## config.mk

```make
export PLATFORM = sky130hd
export DESIGN_NAME = pwm_output_stage
export DESIGN_NICKNAME = d
export VERILOG_FILES = /design/src/core/pwm_stage_pkg.sv /design/src/core/pwm_output_stage.sv /design/src/core/pwm_leg_shaper.sv
export VERILOG_INCLUDE_DIRS = /design/src /design/src/core
export SDC_FILE = /design/constraint.sdc
export NUM_CORES = 1
export LEC_CHECK = 0
export BUFFER_PORTS_ARGS = -buffer_cell sky130_fd_sc_hd__buf_4
export CAP_MARGIN = 10
export CORE_MARGIN = 2
export CORE_UTILIZATION = 45
export CTS_CLUSTER_DIAMETER = 100
export DETAILED_ROUTE_END_ITERATION = 16
export PLACE_DENSITY = 0.62
export SYNTH_ARGS = -nofsm -noshare
export SYNTH_HDL_FRONTEND = slang
export SYNTH_SLANG_ARGS = --single-unit
```

## constraint.sdc

```tcl
create_clock -name core_clk -period 2.95 [get_ports core_clk]
set_input_delay 0 -clock core_clk [delete_from_list [all_inputs] [get_ports core_clk]]
set_output_delay 0 -clock core_clk [all_outputs]
set_load 0.05 [all_outputs]
```

## src/core/pwm_stage_map.svh

```systemverilog
// Register map, field positions, reset values and timing counts of the PWM output stage.
// Assumes an 8-bit host control port with a byte address and single-cycle write/read strobes.
`ifndef PWM_STAGE_MAP_SVH
`define PWM_STAGE_MAP_SVH
`define ADDR_CONFIGURATION 8'h31
`define ADDR_MIN_PULSE 8'h32
`define ADDR_OUTPUT_DELAY 8'h33
`define CFG_WRITE_MASK 8'h9E
`define MINP_WRITE_MASK 8'h9F
`define CFG_RATE_BIT 7
`define CFG_PAIR1_BIT 4
`define CFG_PAIR2_BIT 3
`define CFG_A3_BIT 2
`define CFG_B3_BIT 1
`define MINP_DISABLE_BIT 7
`define MINP_LSB 0
`define MINP_MSB 4
`define DLY_LEG_LSB 5
`define DLY_LEG_MSB 7
`define DLY_PAIR_LSB 0
`define DLY_PAIR_MSB 4
`define REG_RESET 8'h00
`define DLY_DEPTH 38
`define CNT_ZERO 5'h00
`define CNT_ONE 5'h01
`define CNT_MAX 5'h1F
`define DLY_NONE 6'h00
`define DLY_ONE 6'h01
`define NEG_EN_IDLE 6'h3F
`endif

```

## src/core/pwm_stage_pkg.sv

```systemverilog
// Types shared by the PWM output stage modules.
// Assumes the map header is included alongside it.
package pwm_stage_pkg;
	typedef logic [7:0] reg_byte_t;
	typedef logic [5:0] chan_vec_t;
endpackage : pwm_stage_pkg

```

## src/core/pwm_output_stage.sv

```systemverilog
// Top of the six-channel PWM output stage: setting registers and per-leg shaping.
// Assumes a byte-wide host control port on core_clk and raw modulator levels from core logic.
`timescale 1ns/1ps
`include "pwm_stage_map.svh"
module pwm_output_stage
	import pwm_stage_pkg::*;
(
	input wire logic core_clk,
	input wire logic nrst,
	input wire logic [7:0] reg_addr,
	input wire logic reg_wr,
	input wire logic [7:0] reg_wdata,
	input wire logic reg_rd,
	output logic [7:0] reg_rdata,
	input wire logic modulator_power_down,
	input wire logic mclk_en,
	input wire logic [5:0] mod_level,
	output logic oversample_rate_select,
	output logic [5:0] positive_output,
	output logic [5:0] negative_output,
	output logic [5:0] negative_enable
);
	// Channel order: bit 0 A1, 1 B1, 2 A2, 3 B2, 4 A3, 5 B3.
	typedef struct packed {
		reg_byte_t cfg;
		reg_byte_t minp;
		reg_byte_t dly;
		reg_byte_t act_cfg;
		reg_byte_t act_minp;
		reg_byte_t act_dly;
		reg_byte_t rdata;
		logic rate;
		chan_vec_t pos;
		chan_vec_t neg;
		chan_vec_t neg_en;
	} top_state_t;
	top_state_t q, d;
	chan_vec_t full_bridge;
	chan_vec_t pos_shaped;
	chan_vec_t neg_shaped;
	logic run;
	logic wr_open;
	logic wr_cfg;
	logic wr_minp;
	logic wr_dly;
	reg_byte_t rd_value;
	logic [4:0] act_min_pulse;
	logic [2:0] act_leg_skew;
	logic [4:0] act_pair_skew;
	logic act_minus_disable;
	logic act_rate;
	chan_vec_t neg_drive;
	chan_vec_t pos_next;
	chan_vec_t neg_next;

	// Power-down doubles as the run gate: legs and leg outputs are held in reset while it is high.
	assign run = !modulator_power_down;

	// A write only counts while the modulators are powered down; other strobes are dropped.
	assign wr_open = reg_wr && modulator_power_down;
	assign wr_cfg = wr_open && (reg_addr == `ADDR_CONFIGURATION);
	assign wr_minp = wr_open && (reg_addr == `ADDR_MIN_PULSE);
	assign wr_dly = wr_open && (reg_addr == `ADDR_OUTPUT_DELAY);

	// Fields of the active copies, which the legs see while running.
	assign act_min_pulse = q.act_minp[`MINP_MSB:`MINP_LSB];
	assign act_minus_disable = q.act_minp[`MINP_DISABLE_BIT];
	assign act_leg_skew = q.act_dly[`DLY_LEG_MSB:`DLY_LEG_LSB];
	assign act_pair_skew = q.act_dly[`DLY_PAIR_MSB:`DLY_PAIR_LSB];
	assign act_rate = q.act_cfg[`CFG_RATE_BIT];

	// Reads return the stored byte; reserved bits were masked to zero when it was written.
	always_comb begin
		unique case (reg_addr)
			`ADDR_CONFIGURATION: rd_value = q.cfg;
			`ADDR_MIN_PULSE: rd_value = q.minp;
			`ADDR_OUTPUT_DELAY: rd_value = q.dly;
			default: rd_value = `REG_RESET;
		endcase
	end

	always_comb begin
		full_bridge[0] = q.act_cfg[`CFG_PAIR1_BIT];
		full_bridge[1] = q.act_cfg[`CFG_PAIR1_BIT];
		full_bridge[2] = q.act_cfg[`CFG_PAIR2_BIT];
		full_bridge[3] = q.act_cfg[`CFG_PAIR2_BIT];
		full_bridge[4] = q.act_cfg[`CFG_A3_BIT];
		full_bridge[5] = q.act_cfg[`CFG_B3_BIT];
	end

	genvar ch;
	generate
		for (ch = 0; ch < 6; ch++) begin : g_chan
			// A channels (even index) lag their B partner by the pair skew.
			logic [5:0] pair_dly;
			logic [5:0] leg_dly;
			logic neg_src;
			assign pair_dly = (ch % 2 == 0) ? {1'b0, act_pair_skew} : `DLY_NONE;
			assign leg_dly = pair_dly + {3'h0, act_leg_skew};
			// Full-bridge channels, and half-bridge ones while minus disable is clear, drive the minus leg as the complement of the modulator level.
			assign neg_src = !mod_level[ch];
			assign neg_drive[ch] = run && (full_bridge[ch] || !act_minus_disable);
			assign pos_next[ch] = run && pos_shaped[ch];
			assign neg_next[ch] = neg_drive[ch] && neg_shaped[ch];
			pwm_leg_shaper u_pos (
				.core_clk(core_clk),
				.nrst(nrst),
				.mclk_en(mclk_en),
				.run(run),
				.level_in(mod_level[ch]),
				.min_pulse(act_min_pulse),
				.delay(pair_dly),
				.level_out(pos_shaped[ch])
			);
			pwm_leg_shaper u_neg (
				.core_clk(core_clk),
				.nrst(nrst),
				.mclk_en(mclk_en),
				.run(run),
				.level_in(neg_src),
				.min_pulse(act_min_pulse),
				.delay(leg_dly),
				.level_out(neg_shaped[ch])
			);
		end
	endgenerate

	always_comb begin
		d = q;
		// Settings are locked while the modulators run, so a half-written setup never reaches the legs.
		if (wr_cfg) begin
			d.cfg = reg_wdata & `CFG_WRITE_MASK;
		end
		if (wr_minp) begin
			d.minp = reg_wdata & `MINP_WRITE_MASK;
		end
		if (wr_dly) begin
			d.dly = reg_wdata;
		end
		// The active copies follow the written bytes only while powered down.
		if (modulator_power_down) begin
			d.act_cfg = d.cfg;
			d.act_minp = d.minp;
			d.act_dly = d.dly;
		end
		if (reg_rd) begin
			d.rdata = rd_value;
		end
		d.rate = act_rate;
		d.pos = pos_next;
		d.neg = neg_next;
		d.neg_en = ~neg_drive;
	end

	always_ff @(posedge core_clk or negedge nrst) begin
		if (!nrst) begin
			q <= '0;
			q.neg_en <= `NEG_EN_IDLE;
		end else begin
			q <= d;
		end
	end

	assign reg_rdata = q.rdata;
	assign oversample_rate_select = q.rate;
	assign positive_output = q.pos;
	assign negative_output = q.neg;
	assign negative_enable = q.neg_en;
endmodule : pwm_output_stage

```

## src/core/pwm_leg_shaper.sv

```systemverilog
// One channel's leg: minimum pulse hold, then a tapped delay line for skew.
// Assumes the mclk enable pulse and settings come from the same clock domain.
`timescale 1ns/1ps
`include "pwm_stage_map.svh"
module pwm_leg_shaper
	import pwm_stage_pkg::*;
(
	input wire logic core_clk,
	input wire logic nrst,
	input wire logic mclk_en,
	input wire logic run,
	input wire logic level_in,
	input wire logic [4:0] min_pulse,
	input wire logic [5:0] delay,
	output logic level_out
);
	typedef struct packed {
		logic held;
		logic [4:0] age;
		logic [`DLY_DEPTH-1:0] line;
	} leg_state_t;
	leg_state_t q, d;

	always_comb begin
		d = q;
		if (!run) begin
			d = '0;
		end else if (mclk_en) begin
			// The level may only change once it has been held for the minimum period count.
			if (level_in != q.held && q.age >= min_pulse) begin
				d.held = level_in;
				d.age = `CNT_ONE;
			end else if (q.age != `CNT_MAX) begin
				d.age = q.age + `CNT_ONE;
			end
			// Tap zero takes the level held before this period, so tap k-1 lags by k periods.
			d.line = {q.line[`DLY_DEPTH-2:0], q.held};
		end
	end

	always_ff @(posedge core_clk or negedge nrst) begin
		if (!nrst) begin
			q <= '0;
		end else begin
			q <= d;
		end
	end

	assign level_out = (delay == `DLY_NONE) ? q.held : q.line[delay - `DLY_ONE];
endmodule : pwm_leg_shaper

```

==> Yosys cells after proc, flatten, opt, wreduce, memory -nomap -nowiden <==
Index checks and enable logic that the tools add are counted.
{ "totals": {"reg_bits": 600, "in_bits": 28, "out_inout_bits": 27, "word_cells": 293} }
{ "classes": {"n_addsub": 16, "magnitude_cmp": 15, "n_eq_ne": 27, "n_mux": 91, "bitwise": 1, "n_reduce_logical": 96} }
{ "ops": {"columns": ["op", "n"], "rows": [
  ["44-bit two-way mux", 24],
  ["5-bit two-way mux", 24],
  ["5-bit by 1-bit adder with 5-bit output, second input constant", 12],
  ["5-bit >= comparator", 12],
  ["5-bit inequality test, second input constant", 12],
  ["1-bit binary-select mux with 6-bit select", 9],
  ["2-bit AND reduction", 24],
  ["3-bit nonzero test", 12],
  ["1-bit logical AND", 32],
  ["1-bit two-way mux", 30],
  ["2-bit nonzero test", 13],
  ["8-bit by 6-bit == test with 1-bit output, second input constant", 3],
  ["8-bit two-way mux", 3],
  ["8-bit case mux with 3 select lines", 1],
  ["6-bit by 7-bit less-than comparator with 1-bit output, second input constant", 3],
  ["6-bit zero test", 3],
  ["1-bit inequality test", 12],
  ["1-bit zero test", 8],
  ["5-bit by 3-bit adder with 6-bit output", 1],
  ["6-bit inverter", 1],
  ["5-bit by 1-bit subtractor with 6-bit output, second input constant", 1],
  ["6-bit by 1-bit subtractor with 6-bit output, second input constant", 1],
  ["1-bit logical OR", 4],
  ["3-bit by 1-bit subtractor with 4-bit output, second input constant", 1]
]} }

==> Longest topological paths before layout <==
{ "depth": {"depth_word": 6, "depth_mapped": 13, "ltp_nobuf": 11} }

==> By module <==
Synthesis repeated with hierarchy kept, for this count alone.
{ "hier_totals": {"cells_unflattened": 3187, "area_unflattened_um2": 35604.1} }
{ "by_module_without_submodules": {"columns": ["mod", "instances", "cells_each", "area_each_um2", "seq_area_each_um2"], "rows": [
  ["pwm_leg_shaper (g_chan[0].u_neg ...)", 7, 240, 2698.8, 1101.1],
  ["pwm_leg_shaper (g_chan[4].u_pos ...)", 3, 238, 2691.3, 1101.1],
  ["pwm_output_stage", 1, 321, 3315.7, 1706.6],
  ["pwm_leg_shaper (g_chan[4].u_neg)", 1, 237, 2691.3, 1101.1],
  ["pwm_leg_shaper (g_chan[1].u_pos)", 1, 235, 2631.3, 1101.1]
]} }

==> Worst setup path before layout <==
Ideal clock, no wire load.
{ "synth_timing": {"kind": "flip-flop to flip-flop", "startpoint": "register q (netlist bit act_leg_skew[0])", "endpoint": "register q (netlist bit negative_output[2])", "setup_ns": 0.144, "arrival_time_ns": 2.690, "required_time_ns": 2.806, "slack_ns": 0.116, "stages_incl_launch_ff": 13, "n_path_buf": 1, "period_less_slack_ns": 2.834, "path_cell_list": "dfrtp_1 > ha_1 > fa_1 > inv_1 > ha_1 > buf_2 > o21ba_2 > o21ai_0 > a211oi_1 > o31a_1 > a22o_1 > o211ai_1 > o22ai_1"} }
{ "synth_rtl": {"columns": ["item", "line_no", "rtl"], "rows": [
  ["start: declaration", "pwm_output_stage.sv:37", "top_state_t q, d;"]
]} }

==> summary.md <==
| Metric | Value |
|---|---|
| Slowest CP cell | fa_2 |
| Die Ht | 217 um |
| Hold Vio Cnt, Final | 0 |
| Top-level I/O count | 55 |
| Post-synth top flop | dfrtp_1 |
| Synth cell count leaders | dfrtp_1 (370), nor2_1 (265), mux2i_1 (258) |
| FMAX | 348 MHz |
| Xor/xnor cell area share of the yosys netlist | 1.09% |
| Crit path largest cell delay | 0.66 ns |
| Critical path class | reg -> reg |
| Syn Std Cell Area | 20400 um2 |
| Drt initial violations | 1317 |
| Simple-gate area share of the yosys netlist | 10.6% |
| Adder-Cell Fraction of Synth Area | 5.75% |
| CTS tree | built |
| Largest delay share family, worst path | adder cells |
| Drt wl/cell | 17.7 um |
| Worst R2R Setup Slack | 0.07 ns |
| Synthesized flop and latch total | 374 |
| Via density | 5.58 |
| Ratio of cells with drive above 1 in the final layout | 15.5% |
| First-pass GRT wire length | 74.1 mm |
| Overall power | 11.7 mW |
| # port buffers | 54 |
| Synth Instances | 1862 |
| CTS Buf Count | 43 |
| Mux cell area share after synthesis | 21.9% |
| Ys Warns | 0 |
| # clock sinks | 374 |
| Die Span X | 217 um |
| Synth area leader | dfrtp_1 |
| Top post-synthesis cells by area | dfrtp_1 (45%), mux2i_1 (13%), mux4_2 (7.0%) |
| Min-delay worst type | in -> async |
| Rows | 77 |
| Worst clock skew | 0.0197 ns |
| Fraction of the mapped netlist area in compound gates | 10.2% |
| Net count after synthesis | 1983 |
| Final cycle utilization of the critical path | 97.5% |
| DRT Pass-1 Iters | 5 |
| Post-synth EDFFs | 0 |
| Remaining DRCs | 0 |
| DRT Wirelength | 44.6 mm |
| P_leak | 10.8 nW |
| Combinational family with the most area after synthesis | multiplexers |
| Synth top area share | 45.5% |
| CP Cell Sequence | ha_4, fa_2, buf_6, nor4b_4, a32oi_1, a21boi_4, xnor2_4, buf_12, mux2i_2, o221ai_1, o22ai_1 |
| CP Capture Type | flip-flop |
| Total Die Area | 46900 um2 |
| Global placer's final weighted congestion | 0.861 |
| Buf/Inv on CP | 2 |
| Slew HR | 29.6% |
| Core area | 44400 um2 |
| Sequential area share after synthesis | 46.0% |
| DP Wirelength | 28.4 mm |
| Final WS setup | 0.0748 ns |
| Initial antenna violation count | 0 |
| Most common cell in the netlist | dfrtp_1 |
| Deepest clock path buffer count | 3 |
| Max-Cap Viols | 0 |
| Max Slew Vio Count | 0 |
| Final setup vio count | 0 |
| PwrDens | 509 nW/um2 |
| Place WS | -0.00536 ns |
| Critical path fanouts, max | 6 |
| Initial Util | 45.8% |
| Ys async rst share | 100% |
| Avg Inst Size Synth | 10.9 um2 |
| WP data required | 3.42 ns |
| Ant diodes | 0 |
| Critical Path Start Type | flip-flop |
| Period minus WS final | 2.88 ns |
| Largest net degree at the start of global routing | 146 |
| Aggregate global routing overflow | 0 |
| Tightest Pin Transition | 1.06 ns |
| H-tree levels | 2 |
| Final net count | 2014 |
| DRT antenna net count | 0 |
| CTS Root Cell | clkbuf_16 |
| Worst vdd ir | 0.347 mV |
| Reg clk slew, reported paths | 0.06 ns |
| RSZ-0062 raised after global routing | true |
| Layout area overhead | 13.1% |
| WHS | 0.0188 ns |
| Fin Setup TNS | 0 ns |
| Fin util | 51.8% |
| Via count | 14000 |
| Clock Latency Late Sink | 0.57 ns |
| Vias in the first global route | 14000 |
| GRT Overall Usage | 19.2% |
| Status | complete, no violations |
| Yosys cell types | 69 |
| Arrival time of the worst setup path | 3.34 ns |
-- report_power, final --
| group | total [mW] | leakage (nW) | internal (mW) | switching (mW) |
|---|---|---|---|---|
| logic | 1.28 | 4.95 | 0.501 | 0.775 |
| clock network | 5.15 | 0.661 | 3.02 | 2.13 |
| registers | 5.29 | 5.18 | 5.20 | 0.0811 |
-- final timing paths --
kind	cells past startpoint	from	to
setup / recovery	11	act_pair_skew[0]	negative_output[0]
hold / removal	2	nrst	reg_rdata[5]
setup reg to reg	11	act_pair_skew[0]	negative_output[0]
hold reg to reg	0	act_rate	oversample_rate_select
max in group asynchronous	3	nrst	negative_enable[1]
min in group core_clk	4	reg_addr[2]	reg_rdata[4]
-- per-layer routing --
metal / wire, um / global-route usage [%] / vias up
met5: 0 / 0 / -
met1: 21200 / 27.3 / 7010
li1: - / - / 6718
met4: 1060 / 5.80 / 0
met2: 20800 / 30.9 / 244
met3: 1520 / 2.47 / 76
-- through the flow --
step / cell area [um2] / std cells
after floorplan: 20400 / 1862
after global routing: 23000 / 2518
final: 23000 / 2518
after CTS: 22900 / 2514
after global placement: 21300 / 2415
after detailed placement: 21300 / 2415
-- timing repair --
item                                    4_1_cts  5_1_grt
setup buffers                                 0        3
gates resized for setup                       1       18
hold buffers                                 21        0
gates cloned                                  0        1
pin swaps                                     0       10
endpoints found under the setup margin        2        4
endpoints found under the hold margin       429        0
-- flip-flops by register name, summed over array words and instances, names as in the netlist --
| register | flops |
|---|---|
| act_leg_skew | 3 |
| act_min_pulse | 5 |
| act_minus_disable | 1 |
| act_pair_skew | 5 |
| act_rate | 1 |
| full_bridge | 4 |
| g_chan.u_neg.q | 174 |
| g_chan.u_pos.q | 132 |
| negative_enable | 4 |
| negative_output | 6 |
| oversample_rate_select | 1 |
| positive_output | 6 |
| q | 24 |
| reg_rdata | 8 |
-- area by class of cell --
cell class	count	area, um2
clock inverters	9	81.3
inverters	55	206
well taps	592	741
multi-input cells	1293	10200
repair buffers	126	1190
fillers	3878	21400
flip-flops and latches	374	9370
clock buffers	69	1260
-- worst register-to-register path, cell delays in order (launching register included) --
cell and delay (ns):
dfrtp_2 0.43, ha_4 0.19, fa_2 0.66, buf_6 0.13
nor4b_4 0.04, a32oi_1 0.21, a21boi_4 0.27, xnor2_4 0.15
buf_12 0.16, mux2i_2 0.21, o221ai_1 0.13, o22ai_1 0.22
-- layout by cell type, fill, tap and decap left out, drive strengths merged, types with 9 or more instances in the layout --
master,synthesis,final
o41ai,9,9
buf,76,104
a22oi,9,9
nand2,114,114
dlygate4sd3,0,21
nor4b,10,10
mux2,40,40
o21ai,88,88
nand4,9,9
a21oi,67,67
and3,15,15
nor4,11,11
nor2b,19,19
a21o,39,39
a22o,10,10
ha,92,92
nand2b,12,12
xor2,9,9
nand3,13,13
inv,54,55
xnor2,10,10
nor2,266,266
nor3,9,9
dfrtp,370,370
clkbuf,64,70
a31oi,15,15
mux4,63,63
mux2i,258,258
o22ai,34,34
-- cells by family after synthesis --
logic type               count (synthesis)
AND/OR/NAND/NOR                        494
flip-flops                             374
multiplexers                           361
AO/OA/AOI/OAI                          326
buffers and inverters                  195
adder cells (fa/ha/maj)                 93
XOR/XNOR                                19
Power figures use the tool's default switching activity.
